--- src/pkg/modem_cfg_pkg.sv ---
// Purpose: Shared constants and types for the modem configuration register block
// Assumes: 32-bit AXI4-Lite register bus, one 48-bit configuration word
// Notes:   Configuration layout is a packed struct, low field at bit 0
package modem_cfg_pkg;

    // Bus geometry
    localparam int ADDR_W = 8;
    localparam int DATA_W = 32;
    localparam int STRB_W = 4;
    localparam int LO_W   = 24;                 // Normal-mode register length
    localparam int CFG_W  = 48;                 // Extended-mode register length

    // Register byte addresses
    localparam logic [ADDR_W-1:0] ADDR_CFG_LO = 8'h00;
    localparam logic [ADDR_W-1:0] ADDR_CFG_HI = 8'h04;
    localparam logic [ADDR_W-1:0] ADDR_STATUS = 8'h08;

    // Bus responses
    localparam logic [1:0] RESP_OKAY   = 2'b00;
    localparam logic [1:0] RESP_SLVERR = 2'b10;

    // Detection method codes, synchronous serial host mode
    localparam logic [1:0] DET_CARRIER       = 2'b00;
    localparam logic [1:0] DET_CARRIER_COND  = 2'b01;
    localparam logic [1:0] DET_PREAMBLE      = 2'b10;
    localparam logic [1:0] DET_PREAMBLE_COND = 2'b11;
    // Detection method code with conditioning, UART host mode
    localparam logic [1:0] UDET_CARRIER_COND = 2'b11;

    // Frame length counting: bits per counted word
    localparam int CNT_W = 12;
    localparam logic [CNT_W-1:0] BITS_PER_WORD = 12'h010;
    localparam logic [CNT_W-1:0] CNT_ONE       = 12'h001;

    // Configuration word, bit 47 down to bit 0
    typedef struct packed {
        logic [7:0]  frame_len;     // Words counted after a header
        logic [15:0] frame_hdr;     // Header pattern
        logic        filter_en;     // Input pre-filter
        logic        high_sens;     // Sensitivity mode
        logic        ext_en;        // 48-bit extended register
        logic        hdr_len16;     // Header length 16 bits
        logic        frame_cnt_en;  // Frame length counting
        logic        hdr_rec_en;    // Header recognition
        logic        freeze_n;      // Output level freeze, low active
        logic [1:0]  clk_out_sel;   // Output clock divider
        logic        mains_async;   // Mains interfacing mode
        logic [1:0]  det_method;    // Detection method
        logic        zc_sync_en;    // Zero-crossing synchronisation
        logic [1:0]  det_time;      // Frequency detection time
        logic [1:0]  tx_timeout;    // Transmit time-out
        logic        watchdog_en;   // Watchdog enable
        logic        deviation;     // Frequency deviation
        logic [1:0]  baud;          // Symbol rate
        logic [2:0]  channel;       // Carrier channel
    } cfg_type;

    // Defaults: 132.5 kHz, 2400, dev 0.5, watchdog on, 1 s, 1 ms, preamble,
    // async mains, 4 MHz clock, freeze off, 16-bit header, normal length
    localparam logic [CFG_W-1:0] CFG_RESET = 48'h089B_5813_62D7;

    // Receive-side signals from the demodulator
    typedef struct packed {
        logic clk;          // Recovered bit clock
        logic data;         // Recovered data
        logic carrier;      // Carrier present
        logic preamble;     // Preamble present
        logic pll_locked;   // Bit-timing loop locked
        logic header_hit;   // Header matched, one-cycle pulse
    } rx_in_type;

    // Conditioned receive pins toward the host
    typedef struct packed {
        logic rx_bit_clock_out;
        logic rx_data_out;
        logic detect_indication_out;
    } rx_out_type;

    // Header recognition progress
    typedef enum logic [1:0] {
        HDR_IDLE  = 2'b00,
        HDR_PULSE = 2'b01,
        HDR_FRAME = 2'b10
    } hdr_state_type;

endpackage

--- src/hw/modem_config_register.sv ---
// Purpose: 24/48-bit modem configuration register behind an AXI4-Lite slave
// Assumes: One clock, synchronous active-low reset, inputs synchronous to aclk
// Notes:   Drives effective settings and conditioned receive pins
// How it works
// RL1 - Register is 24 bits, 48 when extended
// RL2 - Extended adds freeze, header and length bits
// RL3 - Header matches 16-bit or two 8-bit patterns
// RL4 - Bits 2..0 pick channel, default 132.5 kHz
// RL5 - Bits 4..3 pick symbol rate, default 2400
// RL6 - Bit 6 enables watchdog, default on
// RL7 - Bits 8..7 pick transmit time-out, default 1 s
// RL8 - Bits 10..9 pick detection time, default 1 ms
// RL9 - Bit 11 enables zero-crossing sync, default off
// RL10 - Method 00: carrier on detect, pins free
// RL11 - Method 01: pins low without carrier
// RL12 - Method 10: preamble on detect, default method
// RL13 - Method 11: pins low without preamble or lock
// RL14 - Bit 14 picks mains mode, default asynchronous
// RL15 - Bits 16..15 pick output clock, default 4 MHz
// RL16 - Bit 17 low freezes, only when extended
// RL17 - Bit 18 enables header recognition, only extended
// RL18 - Bit 19 counts frame length, needs 18 and 21
// RL19 - Bit 21 selects 48-bit extended register
// RL20 - UART host mode uses other method encoding
// RL21 - Header detected drives detect output low
// RL22 - Reset loads every field with its default
// RL23 - Host avoids time-out 11 and stray extended bits
//
// Implementation choices: register access over AXI4-Lite and the address map.
`timescale 1ns/100ps
module modem_config_register (
    input  wire logic                            aclk,
    input  wire logic                            aresetn,
    input  wire logic [modem_cfg_pkg::ADDR_W-1:0] s_axi_awaddr,
    input  wire logic                            s_axi_awvalid,
    output logic                                 s_axi_awready,
    input  wire logic [modem_cfg_pkg::DATA_W-1:0] s_axi_wdata,
    input  wire logic [modem_cfg_pkg::STRB_W-1:0] s_axi_wstrb,
    input  wire logic                            s_axi_wvalid,
    output logic                                 s_axi_wready,
    output logic [1:0]                           s_axi_bresp,
    output logic                                 s_axi_bvalid,
    input  wire logic                            s_axi_bready,
    input  wire logic [modem_cfg_pkg::ADDR_W-1:0] s_axi_araddr,
    input  wire logic                            s_axi_arvalid,
    output logic                                 s_axi_arready,
    output logic [modem_cfg_pkg::DATA_W-1:0]      s_axi_rdata,
    output logic [1:0]                           s_axi_rresp,
    output logic                                 s_axi_rvalid,
    input  wire logic                            s_axi_rready,
    input  wire logic                            uart_mode,
    input  wire modem_cfg_pkg::rx_in_type        rx_in,
    output modem_cfg_pkg::rx_out_type            rx_out,
    output modem_cfg_pkg::cfg_type               cfg_eff
);
    import modem_cfg_pkg::*;

    // Register selection codes
    typedef enum logic [1:0] {
        SEL_LO   = 2'b00,
        SEL_HI   = 2'b01,
        SEL_STAT = 2'b10,
        SEL_NONE = 2'b11
    } sel_type;

    // Address decode, shared by read and write paths
    function automatic sel_type decode_addr(input logic [ADDR_W-1:0] a);
        if (a == ADDR_CFG_LO) begin
            return SEL_LO;
        end else if (a == ADDR_CFG_HI) begin
            return SEL_HI;
        end else if (a == ADDR_STATUS) begin
            return SEL_STAT;
        end else begin
            return SEL_NONE;
        end
    endfunction

    // Byte-lane merge of a write into an old word
    function automatic logic [DATA_W-1:0] merge_strb(
        input logic [DATA_W-1:0] old_w,
        input logic [DATA_W-1:0] new_w,
        input logic [STRB_W-1:0] strb
    );
        logic [DATA_W-1:0] res;
        res = old_w;
        for (int i = 0; i < STRB_W; i++) begin
            if (strb[i]) begin
                res[i*8 +: 8] = new_w[i*8 +: 8];
            end
        end
        return res;
    endfunction

    cfg_type             cfg_r;          // Stored configuration word
    logic [ADDR_W-1:0]   awaddr_r;       // Held write address
    logic [DATA_W-1:0]   wdata_r;        // Held write data
    logic [STRB_W-1:0]   wstrb_r;        // Held byte enables
    logic                write_go;       // Both halves present, no answer owed
    sel_type             wsel;           // Decoded write target
    sel_type             rsel;           // Decoded read target
    logic [DATA_W-1:0]   wmerge;         // Held write merged into its target half
    logic [DATA_W-1:0]   rdata_nxt;      // Read mux
    logic [1:0]          rresp_nxt;      // Read response
    hdr_state_type       hdr_state_r;    // Header recognition progress
    logic [CNT_W-1:0]    bit_cnt_r;      // Bits left in counted frame
    logic                rx_clk_q_r;     // Previous bit clock level
    logic                rx_clk_rise;    // Bit clock rising edge
    logic                hdr_rec_act;    // Header recognition in force
    logic                frame_cnt_act;  // Frame counting in force

    // Address and data are held; ready drops once an item is taken
    assign write_go = !s_axi_awready && !s_axi_wready && !s_axi_bvalid;
    assign wsel     = decode_addr(awaddr_r);
    // Top byte of the merge is padding and is dropped on store
    assign wmerge   = merge_strb({8'h00, (wsel == SEL_HI) ? cfg_r[CFG_W-1:LO_W]
                                                        : cfg_r[LO_W-1:0]}, wdata_r, wstrb_r);

    // Write address channel
    always_ff @(posedge aclk) begin
        if (!aresetn) begin
            s_axi_awready <= 1'b1;
            awaddr_r      <= '0;
        end else if (s_axi_awvalid && s_axi_awready) begin
            s_axi_awready <= 1'b0;
            awaddr_r      <= s_axi_awaddr;
        end else if (s_axi_bvalid && s_axi_bready) begin
            s_axi_awready <= 1'b1;
        end
    end

    // Write data channel, independent of the address
    always_ff @(posedge aclk) begin
        if (!aresetn) begin
            s_axi_wready <= 1'b1;
            wdata_r      <= '0;
            wstrb_r      <= '0;
        end else if (s_axi_wvalid && s_axi_wready) begin
            s_axi_wready <= 1'b0;
            wdata_r      <= s_axi_wdata;
            wstrb_r      <= s_axi_wstrb;
        end else if (s_axi_bvalid && s_axi_bready) begin
            s_axi_wready <= 1'b1;
        end
    end

    // Write response; status and holes answer with an error
    always_ff @(posedge aclk) begin
        if (!aresetn) begin
            s_axi_bvalid <= 1'b0;
            s_axi_bresp  <= RESP_OKAY;
        end else if (write_go) begin
            s_axi_bvalid <= 1'b1;
            s_axi_bresp  <= (wsel == SEL_LO || wsel == SEL_HI) ? RESP_OKAY : RESP_SLVERR;
        end else if (s_axi_bready) begin
            s_axi_bvalid <= 1'b0;
        end
    end

    // Configuration storage
    // Upper half only exists in extended mode, so writes there are dropped
    // while the word is 24 bits long; the host sets bit 21 first.
    always_ff @(posedge aclk) begin
        if (!aresetn) begin
            cfg_r <= CFG_RESET; // see RL22
        end else if (write_go && wsel == SEL_LO) begin
            // Unused time-out code is stored as written; host keeps clear
            cfg_r[LO_W-1:0] <= wmerge[LO_W-1:0]; // see RL23
        end else if (write_go && wsel == SEL_HI && cfg_r.ext_en) begin
            cfg_r[CFG_W-1:LO_W] <= wmerge[LO_W-1:0]; // see RL1
        end
    end

    // Read mux; upper half reads zero in normal mode
    always_comb begin
        rsel      = decode_addr(s_axi_araddr);
        rdata_nxt = '0;
        rresp_nxt = RESP_OKAY;
        if (rsel == SEL_LO) begin
            rdata_nxt[LO_W-1:0] = cfg_r[LO_W-1:0];
        end else if (rsel == SEL_HI) begin
            if (cfg_r.ext_en) begin
                rdata_nxt[LO_W-1:0] = cfg_r[CFG_W-1:LO_W]; // see RL19
            end
        end else if (rsel == SEL_STAT) begin
            rdata_nxt[7:0] = {hdr_state_r, rx_in.carrier, rx_in.preamble,
                              rx_in.pll_locked, uart_mode, hdr_rec_act, frame_cnt_act};
        end else begin
            rresp_nxt = RESP_SLVERR;
        end
    end

    // Read channel; one read under way, answer one cycle after address
    always_ff @(posedge aclk) begin
        if (!aresetn) begin
            s_axi_arready <= 1'b1;
            s_axi_rvalid  <= 1'b0;
            s_axi_rdata   <= '0;
            s_axi_rresp   <= RESP_OKAY;
        end else if (s_axi_arvalid && s_axi_arready) begin
            s_axi_arready <= 1'b0;
            s_axi_rvalid  <= 1'b1;
            s_axi_rdata   <= rdata_nxt;
            s_axi_rresp   <= rresp_nxt;
        end else if (s_axi_rvalid && s_axi_rready) begin
            s_axi_arready <= 1'b1;
            s_axi_rvalid  <= 1'b0;
        end
    end

    // Extended-only functions gated by bit 21 and, for counting, bit 18
    assign hdr_rec_act   = cfg_r.ext_en && cfg_r.hdr_rec_en; // see RL17
    assign frame_cnt_act = hdr_rec_act && cfg_r.frame_cnt_en; // see RL18

    // Effective settings toward the modem; inactive freeze and header controls show their reset values
    always_ff @(posedge aclk) begin
        if (!aresetn) begin
            cfg_eff <= CFG_RESET; // see RL22
        end else begin
            cfg_eff              <= cfg_r; // see RL4 see RL5 see RL6 see RL7 see RL8
            cfg_eff.freeze_n     <= cfg_r.freeze_n || !cfg_r.ext_en; // see RL16
            cfg_eff.hdr_rec_en   <= hdr_rec_act; // see RL2
            cfg_eff.frame_cnt_en <= frame_cnt_act;
            cfg_eff.hdr_len16    <= cfg_r.hdr_len16 || !cfg_r.ext_en; // see RL3
            // Zero-crossing, mains mode and clock divider pass as stored
            cfg_eff.zc_sync_en   <= cfg_r.zc_sync_en; // see RL9
            cfg_eff.mains_async  <= cfg_r.mains_async; // see RL14
            cfg_eff.clk_out_sel  <= cfg_r.clk_out_sel; // see RL15
        end
    end

    // Bit clock edge detect; the clock arrives synchronous to aclk
    assign rx_clk_rise = rx_in.clk && !rx_clk_q_r;

    always_ff @(posedge aclk) begin
        if (!aresetn) begin
            rx_clk_q_r <= 1'b0;
        end else begin
            rx_clk_q_r <= rx_in.clk;
        end
    end

    // Header recognition: one bit-clock pulse, or a counted frame
    // Frame length zero is not a legal setting; it counts as 256 words.
    always_ff @(posedge aclk) begin
        if (!aresetn) begin
            hdr_state_r <= HDR_IDLE;
            bit_cnt_r   <= '0;
        end else if (!hdr_rec_act) begin
            hdr_state_r <= HDR_IDLE;
        end else begin
            case (hdr_state_r)
                HDR_IDLE: begin
                    if (rx_in.header_hit && frame_cnt_act) begin
                        hdr_state_r <= HDR_FRAME; // see RL3
                        bit_cnt_r   <= CNT_W'(cfg_r.frame_len) * BITS_PER_WORD;
                    end else if (rx_in.header_hit) begin
                        hdr_state_r <= HDR_PULSE; // see RL21
                    end
                end
                HDR_PULSE: begin
                    if (rx_clk_rise) begin
                        hdr_state_r <= HDR_IDLE;
                    end
                end
                HDR_FRAME: begin
                    if (rx_clk_rise && bit_cnt_r == CNT_ONE) begin
                        hdr_state_r <= HDR_IDLE;
                    end
                    if (rx_clk_rise) begin
                        bit_cnt_r <= bit_cnt_r - CNT_ONE;
                    end
                end
                default: begin
                    hdr_state_r <= HDR_IDLE;
                end
            endcase
        end
    end

    // Pin conditioning and output flops
    rx_output_conditioner u_cond (
        .aclk      (aclk),
        .aresetn   (aresetn),
        .method    (cfg_r.det_method),
        .uart_mode (uart_mode),
        .hdr_rec   (hdr_rec_act),
        .hdr_low   (hdr_state_r != HDR_IDLE),
        .hdr_block (frame_cnt_act && hdr_state_r != HDR_FRAME),
        .rx_in     (rx_in),
        .rx_out    (rx_out)
    );
endmodule

--- src/hw/rx_output_conditioner.sv ---
// Purpose: Conditions receive clock, data and detect pins per detection method
// Assumes: All inputs synchronous to aclk
// Notes:   Outputs registered, one cycle behind their causes
`timescale 1ns/100ps
module rx_output_conditioner (
    input  wire logic                     aclk,
    input  wire logic                     aresetn,
    input  wire logic [1:0]               method,
    input  wire logic                     uart_mode,
    input  wire logic                     hdr_rec,
    input  wire logic                     hdr_low,
    input  wire logic                     hdr_block,
    input  wire modem_cfg_pkg::rx_in_type rx_in,
    output modem_cfg_pkg::rx_out_type     rx_out
);
    import modem_cfg_pkg::*;

    logic det_src;      // Carrier or preamble, by method
    logic cond;         // Conditioning requested
    logic lock_ok;      // Loop lock counts only for preamble with conditioning
    logic quiet;        // Force clock and data to rest

    // Decode method; UART mode has its own encoding, carrier only
    always_comb begin
        det_src = rx_in.carrier;
        cond    = 1'b0;
        lock_ok = 1'b1;
        if (uart_mode) begin
            cond = (method == UDET_CARRIER_COND); // see RL20
        end else begin
            det_src = method[1] ? rx_in.preamble : rx_in.carrier; // see RL10 see RL12
            cond    = method[0]; // see RL11
            if (method == DET_PREAMBLE_COND) begin
                lock_ok = rx_in.pll_locked; // see RL13
            end
        end
        quiet = (cond && !(det_src && lock_ok)) || hdr_block;
    end

    // Output flops; data rests at the host-mode level, low in serial mode
    always_ff @(posedge aclk) begin
        if (!aresetn) begin
            rx_out <= '0;
        end else begin
            rx_out.rx_bit_clock_out      <= quiet ? 1'b0 : rx_in.clk;
            rx_out.rx_data_out           <= quiet ? uart_mode : rx_in.data;
            rx_out.detect_indication_out <= hdr_rec ? !hdr_low : det_src; // see RL21
        end
    end
endmodule

--- config.mk ---
export PLATFORM = sky130hd
export DESIGN_NAME = modem_config_register
export DESIGN_NICKNAME = d
export VERILOG_FILES = /design/src/pkg/modem_cfg_pkg.sv /design/src/hw/modem_config_register.sv /design/src/hw/rx_output_conditioner.sv
export SDC_FILE = /design/constraint.sdc
export NUM_CORES = 1
export LEC_CHECK = 0
export ABC_AREA = 1
export BUFFER_PORTS_ARGS = -buffer_cell sky130_fd_sc_hd__clkbuf_2
export CORE_AREA = 8 8 153 140
export CTS_BUF_LIST = sky130_fd_sc_hd__clkbuf_16
export CTS_CLUSTER_DIAMETER = 40
export DETAILED_ROUTE_END_ITERATION = 8
export DIE_AREA = 0 0 161 148
export PLACE_DENSITY = 0.68
export SETUP_SLACK_MARGIN = 0.4
export SLEW_MARGIN = 20
export SYNTH_ARGS = -nofsm -noshare
export SYNTH_HDL_FRONTEND = slang
export SYNTH_SLANG_ARGS = --single-unit
--- constraint.sdc ---
create_clock -name aclk -period 1.69 [get_ports aclk]
set_input_delay 0.0845 -clock aclk [delete_from_list [all_inputs] [get_ports aclk]]
set_output_delay 0.0845 -clock aclk [all_outputs]
set_load 0.02 [all_outputs]
# --- Yosys cells after proc, flatten, opt, wreduce, memory -nomap -nowiden ---
# Cells that the tools add are included.
op_classes:
  n_addsub: 1
  n_eq_ne: 17
  mux: 43
  bitwise_logic: 2
  n_reduce_logical: 45
ops:
  columns: ["op", "count"]
  rows:
  - ["$mux W24", 3]
  - ["$mux W8", 5]
  - ["$mux W12", 2]
  - ["$mux W2", 12]
  - ["$pmux W12 S2", 1]
  - ["$logic_and A1 B1 Y1", 18]
  - ["$mux W1", 18]
  - ["$eq A8 B3 Y1 const B", 2]
  - ["$eq A8 B4 Y1 const B", 2]
  - ["$logic_not A8 Y1", 2]
  - ["$mux W16", 1]
  - ["$eq A12 B1 Y1 const B", 1]
  - ["$reduce_bool A2 Y1", 6]
  - ["$sub A12 B1 Y12 const B", 1]
  - ["$ne A2 B2 Y1 const B", 5]
  - ["$logic_not A1 Y1", 7]
  - ["$eq A2 B1 Y1 const B", 3]
  - ["$eq A2 B2 Y1 const B", 3]
  - ["$logic_not A2 Y1", 3]
  - ["$pmux W2 S3", 1]
  - ["$logic_or A1 B1 Y1", 4]
  - ["$reduce_and A2 Y1", 2]
  - ["$reduce_and A4 Y1", 1]
  - ["$ne A3 B3 Y1 const B", 1]
  - ["3 further kinds", 4]
totals:
  regBits: 182
  out_inout_bits: 92
  elab_cells: 163

# --- Longest topological paths before layout ---
# Gate-level depths: netlist of run 1.
logic_depth:
  word_depth: 8
  mapped_depth: 11

# --- By module ---
# From an unflattened synthesis of run 1, not the netlist that was laid out.
unflattened:
  cells_unflattened: 1124
  area_unflattened_um2: 7737.4
by_module_without_submodules:
  columns: ["module", "n_inst", "cells_per_inst", "area_each_um2", "seq_area_each_um2"]
  rows:
  - ["modem_config_register", 1, 1097, 7563.5, 3543.4]
  - ["rx_output_conditioner", 1, 27, 173.9, 60.1]

# --- Worst setup path after synthesis of run 1 ---
# No wires, ideal clock.
synth_timing:
  path_type: "flip-flop to flip-flop"
  startpoint: "reg s_axi_bvalid"
  endpoint: "reg cfg_r[4] in the netlist's numbering"
  setup_ns: 0.131
  arrival_ns: 1.322
  required_time_ns: 1.559
  setup_slack_ns: 0.238
  path_stages_with_launch: 6
  path_cell_list: "dfxtp_1 > nor3_4 > nand4_2 > clkbuf_1 > a21oi_1 > o21ai_0"
synth_via:
  elab_chain_cells: 3
synth_rtl:
  columns: ["element", "line", "source"]
  rows:
  - ["start, declared", "modem_config_register.sv:42", "output logic s_axi_bvalid,"]
  - ["start signal, assigned", "modem_config_register.sv:150", "s_axi_bvalid <= 1'b0;"]
  - ["start signal, assigned", "modem_config_register.sv:153", "s_axi_bvalid <= 1'b1;"]
  - ["start signal, assigned", "modem_config_register.sv:156", "s_axi_bvalid <= 1'b0;"]
  - ["$logic_not A1 Y1", "modem_config_register.sv:113", "assign write_go = !s_axi_awready && !s_axi_wready && !s_axi_bvalid;"]
  - ["$logic_and A1 B1 Y1", "modem_config_register.sv:113", null]
  - ["$logic_and A1 B1 Y1", "modem_config_register.sv:166", "end else if (write_go && wsel == SEL_LO) begin"]
  - ["end signal, assigned by index", "modem_config_register.sv:168", "cfg_r[LO_W-1:0] <= wmerge[LO_W-1:0];"]
  - ["end signal, assigned by index", "modem_config_register.sv:170", "cfg_r[CFG_W-1:LO_W] <= wmerge[LO_W-1:0];"]
  - ["end, declared", "modem_config_register.sv:95", "cfg_type cfg_r;"]
# Every way passes these cells.
# A chain may end at the register's enable or synchronous reset.

# --- Final worst setup path of run 1 ---
layout_timing:
  startpoint: "reg awaddr_r[1]"
  endpoint: "reg cfg_r[23] in the netlist's numbering"
layout_via:
  elab_chain_cells: 7
  elab_cells_between_ends: 11
layout_rtl:
  columns: ["element", "line", "source"]
  rows:
  - ["start, declared", "modem_config_register.sv:96", "logic [ADDR_W-1:0] awaddr_r;"]
  - ["start signal, assigned", "modem_config_register.sv:126", "awaddr_r <= s_axi_awaddr;"]
  - ["$eq A8 B4 Y1", "modem_config_register.sv:72", "end else if (a == ADDR_STATUS) begin"]
  - ["$mux W1", "modem_config_register.sv:72", null]
  - ["$mux W2", "modem_config_register.sv:70", "end else if (a == ADDR_CFG_HI) begin"]
  - ["$mux W2 (*)", "modem_config_register.sv:68", "if (a == ADDR_CFG_LO) begin"]
  - ["$eq A2 B1 Y1", "modem_config_register.sv:116", "assign wmerge = merge_strb({8'h00, (wsel == SEL_HI) ? cfg_r[CFG_W-1:LO_W]"]
  - ["$mux W24", "modem_config_register.sv:116", null]
  - ["$mux W8", "modem_config_register.sv:88", "if (strb[i]) begin"]
# Every way passes the cells marked *; elsewhere a longest branch is shown, timed or not.

==> results.md, run 1 <==
- Result of the run: completed
- Clock edge transition at the registers on the reported setup and hold paths: about 0.07 ns
- Chip width: between 150 and 200 um
- Top-level port count: about 160
- Final hold viol count: 0
- Post-synth EDFFs: 0
- Synth Register Bits: between 150 and 200
- Iteration-0 DRC count of the detailed router: 636
- Final period util: 89.4%
- Final setup violation count: 0
- Ant diodes: 0
- PnR Total Power: 9.53 mW
- Per-cell via count in the routed design: roughly 4.9
- Global route total overflow: 0
- Routed WL per cell: approximately 16 um
- Worst slew margin: just over 60%
- Final-stage net count: between 1000 and 1500
- Routed Antenna Nets: 0
- Crit path launch type: flop
- Area added between synthesis and finish: 38.7%
- Final Skew: between 0.008 and 0.009 ns
- Number of cells traversed by the worst hold path: 3
- Share of the synthesized area in compound gates (AO/OA/AOI/OAI): a little under a tenth
- Vertical extent of the die: around 150 um
- Maximum count of clock buffers along a single path: 2
- Total number of placement rows: 48
- Total Die Area: approximately 24000 um^2
- Post-synthesis instance area: 7760 um^2
- Placed Cells incl. Taps: about 1500
- Worst Reg-to-Reg Cells: 10
- Leading register cell type out of synthesis: dfxtp_1
- Routed vias: 7984
- IR Drop Worst-Case VDD: ~0.71 mV
- Non-filler instance count after layout: between 1500 and 2000
- Largest fanout on the critical path: 5
- Cell-by-cell listing of the critical path: nor2_4 -> nand3_2 -> nor2_4 -> buf_6 -> clkbuf_16 -> nand2_1 -> nand3_1 -> nand3_1 -> nand2_1 -> inv_1
- Number of cells on the critical path: 10
- Critical path buffers and inverters: 3
- Simple-gate area share of the yosys netlist: between 30% and 40%
- Path type of the worst min-delay path: in2reg
- DRC: 0
- Static leakage: between 5 and 6 nW
- Number of library cell types mapped by synthesis: 35
- Fraction of power consumed by combinational cells: between 10% and 20%
- Skew-Pair Late Insertion Delay: ~0.44 ns
- Cell Int Power: approximately 7 mW
- Commonest cells after routing, fill and taps aside: 289 x nand2_1, 167 x dfxtp_1, 145 x nor2_1
- Total negative slack: 0 ns
- Number of max-capacitance violations reported: 0
- Dominant combinational cell family by area after synthesis: simple AND/OR/NAND/NOR gates
- TritonCTS clock tree: yes
- Xor and xnor fraction of the mapped netlist area: 0.338%
- Shortest clock period the worst path allows after layout: 1.51 ns
- Data arrival time of the worst path: approximately 1.9 ns
- Clock sink count: between 150 and 200
- Measured slew at the worst slew-check pin: 0.577 ns
- Drt total wl: between 20000 and 30000 um
- DPL Wire Length: between 15000 and 20000 um
- CP delay by family, top: simple AND/OR/NAND/NOR gates
- Avg Synthesized Cell Area: 6.82 um^2
- Buffers added on ports: between 100 and 150
- Last weighted congestion value of the routability-driven placer: between 0.8 and 0.9
- Initial Utilization: between 40% and 50%
- Critical path's largest stage delay: ~0.33 ns
- Clock power share: about two fifths
- Power density over the cells: just under 900 nW/um^2
- Sequential-to-total area share from yosys stat: 46.4%
- Number of antenna violations at the first check in global routing: 0
- Post-synthesis instance total: between 1000 and 1500
- Net switching component of the power: ~2.5 mW
- Clock tree root buffer cell: clkbuf_16
- Synth async-reset ratio: 0%
- Critical setup path kind: reg2reg
- Pin count of the biggest net entering global routing: about 110
- Overall routing resource usage: approximately 20%
- Fraction of power spent switching nets: 26.6%
- Synth warn: 0
- Adder-cell share of the synthesized area: 0.322%
- Unrepaired setup endpoints after global routing: true
- Max Fclk: 662 MHz
- Vias in the first global route: 7484
- Detailed-router iteration count before antenna repair: 5
- Wire length of the first global-routing pass: 38600 um
- Number of buffers added by the clock tree synthesis step: 17
- Standard cell core area: roughly 19000 um^2
- Part of the total power dissipated in sequential elements: between 40% and 50%
- Multiplexer fraction of the synthesized cell area: 0%
- Required time at the endpoint of the critical path: 2.03 ns
- Most common cell after layout, fill and taps aside: nand2_1
- Worst-path cell with the longest stage delay: dfxtp_2
- Number of H-tree branching levels: 4
- Fin. max-slew vios: 0
- Share of post-route cells with drive strength above 1: 25.7%
- Sort of element at the end of the critical path: flop
==> timing repair <==
action,4_1_cts,5_1_grt
setup buffers,26,9
pin swaps,18,25
endpoints found under the setup margin,61,87
endpoints found under the hold margin,45,0
cloned,4,8
gates resized for setup,59,85
hold buffers,45,0
==> layer usage <==
layer  track usage [%]  up-vias  share of wire (%)
met2              30.0      377                 44
met5                 0        -                  0
met1              26.9     3589                 44
met3              6.03       47                9.8
li1                  -     3971                  -
met4              6.61        0                1.8
==> synthesized netlist by cell type (all sizes together), types with 4 or more instances <==
master,number,share of area [%]
nor3,4,0.53
o21ai,71,4.6
buf,32,2.4
or2,7,0.56
a21oi,59,3.8
inv,133,6.4
clkbuf,36,1.7
nand3b,8,0.77
nor2,171,8.4
dfxtp,180,46
nand3,88,5.8
nand2,313,15
nand4,19,1.7
==> kinds of logic (layout without fill, tap and decap cells) <==
kind of cell | count (synthesis) | count (layout)
and+or+nand+nor | 610 | 610
buffers and inverters | 204 | 423
DFF | 180 | 180
AOI/OAI and AO/OA | 138 | 138
xor gates and xnor gates | 3 | 3
adders and majority gates | 2 | 2
other | 1 | 10
==> layout make-up <==
cell class                 count  area, um^2
fill                        1755        8090
tap                          250         313
clock inverter                15         158
clock buffer                  17         425
timing repair buffer         251        1970
sequential                   180        3630
multi-input combinational    763        3720
timing repair inverter         4        26.3
inverter                     136         532
==> stage by stage <==
stage                     util (%)  setup WS (ns)  hold WS [ns]  instance area [um^2]
after detailed placement      46.5          0.183         0.331                  8760
final                         57.1          0.180        0.0150                 10800
after CTS                     54.6          0.245       0.00139                 10300
after floorplan                  -          0.325         0.197                  7860
after global placement        46.5          0.214         0.332                  8760
after global routing          57.1          0.111        0.0133                 10800
==> worst min-delay path, cell delays in order <==
cell and delay [ns]:
clkbuf_2 0.13, nor3_1 0.14, a211oi_1 0.06
==> worst paths after layout <==
path                    start             end  slack [ns]
hold / removal       rx_in[0]  hdr_state_r[0]        0.01
setup / recovery  awaddr_r[1]       cfg_r[23]        0.18
hold reg to reg     cfg_r[34]     cfg_eff[34]        0.45
setup reg to reg  awaddr_r[1]       cfg_r[23]        0.18
==> state kept, by name, summed over array words and instances, names as in the netlist, 2 cells and up <==
name	count
awaddr_r	8
bit_cnt_r	12
cfg_eff	48
cfg_r	48
hdr_state_r	2
s_axi_rdata	24
u_cond.rx_out	3
wdata_r	24
wstrb_r	3
==> power groups by stage <==
stage	Combinational [mW]	Sequential (mW)	Clock, mW
3_5_place_dp	0.874	4.57	0
6_report	1.10	4.47	3.96
3_3_place_gp	0.862	4.56	0
4_1_cts	1.01	4.47	3.99
5_1_grt	1.22	4.49	4.18
2_1_floorplan	0.528	4.62	0
Note: power is estimated with default switching activity, not from simulation.
==> run 2, diff against run 1 <==
--- a/config.mk
+++ b/config.mk
@@ -12,8 +12,9 @@
 export CTS_CLUSTER_DIAMETER = 40
 export DETAILED_ROUTE_END_ITERATION = 8
 export DIE_AREA = 0 0 161 148
-export PLACE_DENSITY = 0.68
+export PLACE_DENSITY = 0.71
 export SETUP_SLACK_MARGIN = 0.4
+export SKIP_LAST_GASP = 1
 export SLEW_MARGIN = 20
 export SYNTH_ARGS = -nofsm -noshare
 export SYNTH_HDL_FRONTEND = slang
==> constraint.sdc (replaced) <==
create_clock -name aclk -period 1.2 [get_ports aclk]
set_input_delay 0.06 -clock aclk [delete_from_list [all_inputs] [get_ports aclk]]
set_output_delay 0.06 -clock aclk [all_outputs]
set_load 0.02 [all_outputs]
==> results.md, run 2 (synthesis results as in run 1) <==
- Source of the worst register-to-register timing path: awaddr_r[1]
- Fraction of power spent switching nets: 25.9% (-0.73 points)
- Share of post-route cells with drive strength above 1: 36.4% (+11 points)
- Clock tree root buffer cell: clkbuf_16
- Wire length of the first global-routing pass: 39300 um (+2.0%)
- Cell Int Power: 10.3 mW (+48%)
- Drt total wl: 26500 um (+5.9%)
- Routed vias: 8462 (+6.0%)
- Chip width: 161 um (unchanged)
- Top-level port count: 158 (unchanged)
- Net switching component of the power: 3.60 mW (+42%)
- Area added between synthesis and finish: 54.8%
- Pin count of the biggest net entering global routing: 109 (unchanged)
- Routed Antenna Nets: 0 (unchanged)
- Clock power share: 40.5% (-1.0 points)
- Global routing's busiest layer: met2
- Violations in the final reports: hold timing, setup timing
- Per-cell via count in the routed design: 5.07 (+2.7%)
- TritonCTS clock tree: yes
- Standard cell core area: 18900 um^2 (unchanged)
- Iteration-0 DRC count of the detailed router: 1124 (+77%)
- Path type of the worst min-delay path: in2reg
- Hold WS: -0.0505 ns (-0.0655 ns)
- Data arrival time of the worst path: 1.87 ns (+0.02 ns)
- Final period util: 128% (+38 points)
- Total number of placement rows: 48 (unchanged)
- Fraction of met2 tracks used by global routing: 31.4% (+1.3 points)
- Worst setup margin: -0.331 ns (-0.511 ns)
- Commonest cells after routing, fill and taps aside: 270 x nand2_1, 147 x nor2_1, 117 x dfxtp_1
- Required time at the endpoint of the critical path: 1.54 ns (-0.49 ns)
- Final hold viol count: 1 (+1)
- FF-to-FF End: cfg_r[33]
- Number of max-capacitance violations reported: 0 (unchanged)
- Largest registers: cfg_eff: 48 flops, cfg_r: 48 flops
- Crit path launch type: flop
- Ant diodes: 0 (unchanged)
- Unrepaired setup endpoints after global routing: true
- DRC: 0 (unchanged)
- Core utilization of the finished layout: 63.8% (+6.6 points)
- Total negative slack: -14.31 ns (-14.31 ns)
- Number of cells traversed by the worst hold path: 3 (unchanged)
- Largest fanout on the critical path: 5 (unchanged)
- CTS hold repair buffers: 44 (-2.2%)
- Part of the total power dissipated in sequential elements: 45.5% (-1.4 points)
- Last weighted congestion value of the routability-driven placer: 0.856 (+1.2%)
- Global Route met1 Usage: 27.2% (+0.34 points)
- Buffers added on ports: 138 (unchanged)
- Total Die Area: 23800 um^2 (unchanged)
- Final Skew: 0.00848 ns (-0.000393 ns)
- Vias in the first global route: 7802 (+4.2%)
- GR Util met3: 5.17% (-0.86 points)
- Final-stage net count: 1474 (+3.7%)
- Clock sink count: 180 (unchanged)
- DPL Wire Length: 16800 um (+7.5%)
- Static leakage: 5.85 nW (+11%)
- Number of buffers added by the clock tree synthesis step: 17 (unchanged)
- Final setup violation count: 75 (+75)
- Result of the run: complete, but fails checks
- Fraction of power consumed by combinational cells: 13.9% (+2.4 points)
- Global route total overflow: 0 (unchanged)
- Most common cell after layout, fill and taps aside: nand2_1
- Hold EP: u_cond.rx_out[0]
- Skew-Pair Late Insertion Delay: 0.44 ns (about the same)
- IR Drop Worst-Case VDD: 1.02 mV (+43%)
- Detailed-router iteration count before antenna repair: 6 (+1)
- PnR Total Power: 13.9 mW (+46%)
- Critical setup path kind: reg2reg
- Clock edge transition at the registers on the reported setup and hold paths: 0.07 ns (about the same)
- Max Fclk: 653 MHz (-1.3%)
- Number of H-tree branching levels: 4 (unchanged)
- Maximum count of clock buffers along a single path: 2 (unchanged)
- Initial Utilization: 41.2% (unchanged)
- Shortest clock period the worst path allows after layout: 1.53 ns (+0.0206 ns)
- Number of antenna violations at the first check in global routing: 0 (unchanged)
- Hold path startpoint: rx_in[3]
- Flop-to-flop setup slack: -0.33 ns (-0.51 ns)
- Vertical extent of the die: 148 um (unchanged)
- Routed WL per cell: 15.9 um (+2.6%)
- Worst Reg-to-Reg Cells: 8 (-2)
- Sort of element at the end of the critical path: flop
- Fin. max-slew vios: 0 (unchanged)
- Power density over the cells: 1160 nW/um^2 (+31%)
- Overall routing resource usage: 20.3% (+0.33 points)
## run 2: area by class of cell
class / instances / area (um^2)
Inverter: 136 / 558
Fill cell: 1521 / 6840
Timing Repair inverter: 2 / 20.0
Sequential cell: 180 / 3700
Clock buffer: 17 / 425
Clock inverter: 14 / 164
Timing Repair Buffer: 306 / 2840
Multi-Input combinational cell: 763 / 4000
Tap cell: 250 / 313
## run 2: critical path, stage by stage (launching register included)
cell	delay, ns
dfxtp_2	0.34
nor2_4	0.12
nand3_2	0.09
nor2_4	0.25
buf_2	0.23
nand2_1	0.06
nand3_1	0.08
nand2_1	0.08
o21ai_0	0.19
## run 2: worst max path at each step
stage	from	endpoint	slack, ns	depth (start not counted)
final	awaddr_r[1]	cfg_r[33]	-0.33	8
after global routing	awaddr_r[1]	cfg_r[33]	-0.43	8
after CTS	awaddr_r[0]	cfg_r[31]	-0.19	8
after detailed placement	awaddr_r[6]	cfg_r[15]	-0.21	11
after global placement	awaddr_r[6]	cfg_r[31]	-0.16	9
after floorplan	s_axi_awready	cfg_r[5]	-0.16	7
## run 2: timing repair
action                     CTS  global route
pin swaps                   37            66
hold endpoints to repair    45             1
setup endpoints to repair  219           220
resized for setup          150           273
buffers inserted            20            12
cloned                       4             7
## run 2: power groups by stage
stage | combinational (mW) | sequential, mW | clock [mW]
2_1_floorplan | 0.842 | 6.51 | 0
3_3_place_gp | 1.37 | 6.43 | 0
3_5_place_dp | 1.38 | 6.44 | 0
4_1_cts | 1.67 | 6.31 | 5.73
5_1_grt | 2.09 | 6.36 | 5.98
6_report | 1.94 | 6.34 | 5.64
## run 2: metal layers
metal | up-vias | part of all wire, %
li1 | 4080 | -
met1 | 3887 | 42
met2 | 416 | 46
met3 | 79 | 8.6
met4 | 0 | 3.2
met5 | - | 0
## run 2: per-stage QoR
stage / setup WS [ns] / area (um^2) / cells
after floorplan: -0.163 / 8120 / 1147
after global placement: -0.161 / 9310 / 1550
after detailed placement: -0.212 / 9310 / 1550
after CTS: -0.189 / 11100 / 1649
after global routing: -0.434 / 12000 / 1668
final: -0.331 / 12000 / 1668
==> run 3, diff against run 2 <==
--- a/config.mk
+++ b/config.mk
@@ -7,12 +7,12 @@
 export LEC_CHECK = 0
 export ABC_AREA = 1
 export BUFFER_PORTS_ARGS = -buffer_cell sky130_fd_sc_hd__clkbuf_2
-export CORE_AREA = 8 8 153 140
+export CORE_AREA = 8 8 179 164
 export CTS_BUF_LIST = sky130_fd_sc_hd__clkbuf_16
 export CTS_CLUSTER_DIAMETER = 40
 export DETAILED_ROUTE_END_ITERATION = 8
-export DIE_AREA = 0 0 161 148
-export PLACE_DENSITY = 0.71
+export DIE_AREA = 0 0 187 172
+export PLACE_DENSITY = 0.55
 export SETUP_SLACK_MARGIN = 0.4
 export SKIP_LAST_GASP = 1
 export SLEW_MARGIN = 20
==> results.md, run 3 (synthesis results as in run 1) <==
- Cell-by-cell listing of the critical path: nand2_8 -> nor2_4 -> nand3_2 -> nand2_2 -> nand2_4 -> buf_12 -> buf_8 -> nor2_4 -> nor2_1
- Detailed-router iteration count before antenna repair: 5 (-1)
- Setup slack after placement: -0.272 ns (-0.0598 ns)
- Final hold viol count: 0 (-1)
- Total Die Area: 32200 um^2 (+35%)
- FF-to-FF End: bit_cnt_r[4]
- DPL Wire Length: 18400 um (+9.6%)
- Static leakage: 6.00 nW (+2.5%)
- Commonest cells after routing, fill and taps aside: 275 x nand2_1, 126 x nor2_1, 117 x inv_1
- Crit path launch type: flop
- Data arrival time of the worst path: 1.79 ns (-0.08 ns)
- Sort of element at the end of the critical path: flop
- Most common cell after layout, fill and taps aside: nand2_1
- Fraction of met2 tracks used by global routing: 23.6% (-7.8 points)
- Share of post-route cells with drive strength above 1: 40.8% (+4.4 points)
- Layout fillers: 2530 (+66%)
- Area of all placed cells without fillers: 12700 um^2 (+5.3%)
- IR Drop Worst-Case VDD: 0.718 mV (-30%)
- Number of cells traversed by the worst hold path: 5 (+2)
- Total negative slack: -12.24 ns (+2.08 ns)
- Unrepaired setup endpoints after global routing: true
- Top-level port count: 158 (unchanged)
- Critical setup path kind: reg2reg
- Power density over the cells: 1110 nW/um^2 (-4.5%)
- Worst Reg-to-Reg Cells: 9 (+1)
- Last weighted congestion value of the routability-driven placer: 0.833 (-2.7%)
- Number of H-tree branching levels: 4 (unchanged)
- Drt total wl: 27500 um (+3.5%)
- Cell Int Power: 10.2 mW (-1.0%)
- Fraction of power consumed by combinational cells: 15.2% (+1.3 points)
- CP dominant cell by count: nor2_4
- Final setup violation count: 67 (-11%)
- Chip width: 187 um (+16%)
- Standard cell core area: 26500 um^2 (+40%)
- Clock edge transition at the registers on the reported setup and hold paths: 0.07 ns (about the same)
- Required time at the endpoint of the critical path: 1.54 ns (about the same)
- Wire length of the first global-routing pass: 40500 um (+3.0%)
- DRC: 0 (unchanged)
- Routed WL per cell: 15.4 um (-3.0%)
- Skew-Pair Late Insertion Delay: 0.44 ns (about the same)
- Final-stage net count: 1482 (+0.54%)
- Vias in the first global route: 7542 (-3.3%)
- Iteration-0 DRC count of the detailed router: 576 (-49%)
- Placed Cells incl. Taps: 1655 (+6.8%)
- TritonCTS clock tree: yes
- Fin. max-slew vios: 0 (unchanged)
- Hold path startpoint: s_axi_araddr[0]
- Path type of the worst min-delay path: in2reg
- Worst setup margin: -0.246 ns (+0.0853 ns)
- Number of max-capacitance violations reported: 0 (unchanged)
- Maximum count of clock buffers along a single path: 2 (unchanged)
- Part of the total power dissipated in sequential elements: 45.3% (-0.2 points)
- Ant diodes: 0 (unchanged)
- Shortest clock period the worst path allows after layout: 1.45 ns (-0.0853 ns)
- Number of antenna violations at the first check in global routing: 0 (unchanged)
- Global route total overflow: 0 (unchanged)
- Final period util: 120% (-7.1 points)
- Pin count of the biggest net entering global routing: 65 (-40%)
- Largest fanout on the critical path: 4 (-1)
- Per-cell via count in the routed design: 4.54 (-11%)
- Standard cell area after detailed placement: 9500 um^2 (+2.0%)
- Clock sink count: 180 (unchanged)
- Violations in the final reports: setup timing
- Critical path's largest stage delay: 0.40 ns (+0.06 ns)
- Hold EP: s_axi_rresp[1]
- Routed Antenna Nets: 0 (unchanged)
- Vertical extent of the die: 172 um (+16%)
- Overall routing resource usage: 15.7% (-4.6 points)
- Buffers added on ports: 138 (unchanged)
- Worst-path cell with the longest stage delay: dfxtp_4
- Routed vias: 8081 (-4.5%)
- Result of the run: complete, but fails checks
- Largest registers: cfg_eff: 48 flops, cfg_r: 48 flops
- Number of buffers added by the clock tree synthesis step: 17 (unchanged)
- Total number of placement rows: 57 (+19%)
- Flop-to-flop setup slack: -0.25 ns (+0.09 ns)
- Max Fclk: 692 MHz (+5.9%)
- Area added between synthesis and finish: 63.1%
- Net switching component of the power: 3.79 mW (+5.3%)
- Initial Utilization: 29.3% (-12 points)
- PnR Total Power: 14.0 mW (+0.62%)
- Global routing's busiest layer: met2
- Clock tree root buffer cell: clkbuf_16
- Final Skew: 0.00743 ns (-0.00105 ns)
- Non-filler instance count after layout: 1781 (+6.8%)
- Clock power share: 39.5% (-1.0 points)
- Fraction of power spent switching nets: 27.1% (+1.2 points)
- GR Util met3: 3.35% (-1.8 points)
- Global Route met1 Usage: 22.3% (-4.9 points)
- Source of the worst register-to-register timing path: cfg_r[21]
## run 3: cell types whose count changed in the layout (fill, tap and decap cells not counted), sizes merged, moves of 2 or more
cell,before,now
buf,164,176
clkinv,7,14
clkbuf,115,110
inv,138,134
clkinvlp,4,2
## run 3: area by class of cell
class	instances	area, um^2	area share [%]
Multi-Input combinational cell	765	4330	34.2
Inverter	136	558	4.41
Clock buffer	17	425	3.36
Timing Repair inverter	1	16.3	0.128
Timing Repair Buffer	313	3050	24.1
Tap cell	354	443	3.50
Clock inverter	15	141	1.12
Sequential cell	180	3700	29.2
## run 3: critical path, delay by kind of cell, from the launching register on
family        cells  cell delay, ns
flops             1            0.40
buf+inv           2            0.28
simple gates      7            0.66
## run 3: repair_timing
action | CTS | global route
buffers inserted | 7 | 25
endpoints found under the hold margin | 45 | 0
gates resized for setup | 104 | 413
pin swaps | 24 | 54
cloned | 3 | 15
hold buffers | 44 | 0
endpoints found under the setup margin | 217 | 222
## run 3: stage by stage
| step | hold WS [ns] | util [%] |
|---|---|---|
| floorplan | 0.172 | - |
| global placement | 0.298 | 35.9 |
| detailed placement | 0.303 | 35.9 |
| CTS | 0.0321 | 41.5 |
| global route | 0.0721 | 47.9 |
| finish | 0.0653 | 47.9 |
## run 3: routing by layer
| layer | vias to the layer above | share of wire, % |
|---|---|---|
| met2 | 260 | 45 |
| met1 | 3702 | 47 |
| met4 | 0 | 1.3 |
| met3 | 24 | 6.0 |
| met5 | - | 0 |
| li1 | 4095 | - |
## run 3: worst max-delay path by stage
stage                              from           end  slack [ns]
after global placement      awaddr_r[0]     cfg_r[39]       -0.25
after floorplan           s_axi_awready      cfg_r[5]       -0.16
final                         cfg_r[21]  bit_cnt_r[4]       -0.25
after detailed placement    awaddr_r[0]     cfg_r[30]       -0.27
after CTS                   awaddr_r[6]     cfg_r[39]       -0.21
after global routing        awaddr_r[0]     cfg_r[26]       -0.33
## run 3: power by group through the flow
stage	combinational (mW)	sequential, mW	clock, mW
finish	2.12	6.35	5.54
global route	2.30	6.37	5.88
CTS	1.66	6.30	5.65
detailed placement	1.44	6.44	0
global placement	1.43	6.43	0
floorplan	0.842	6.51	0
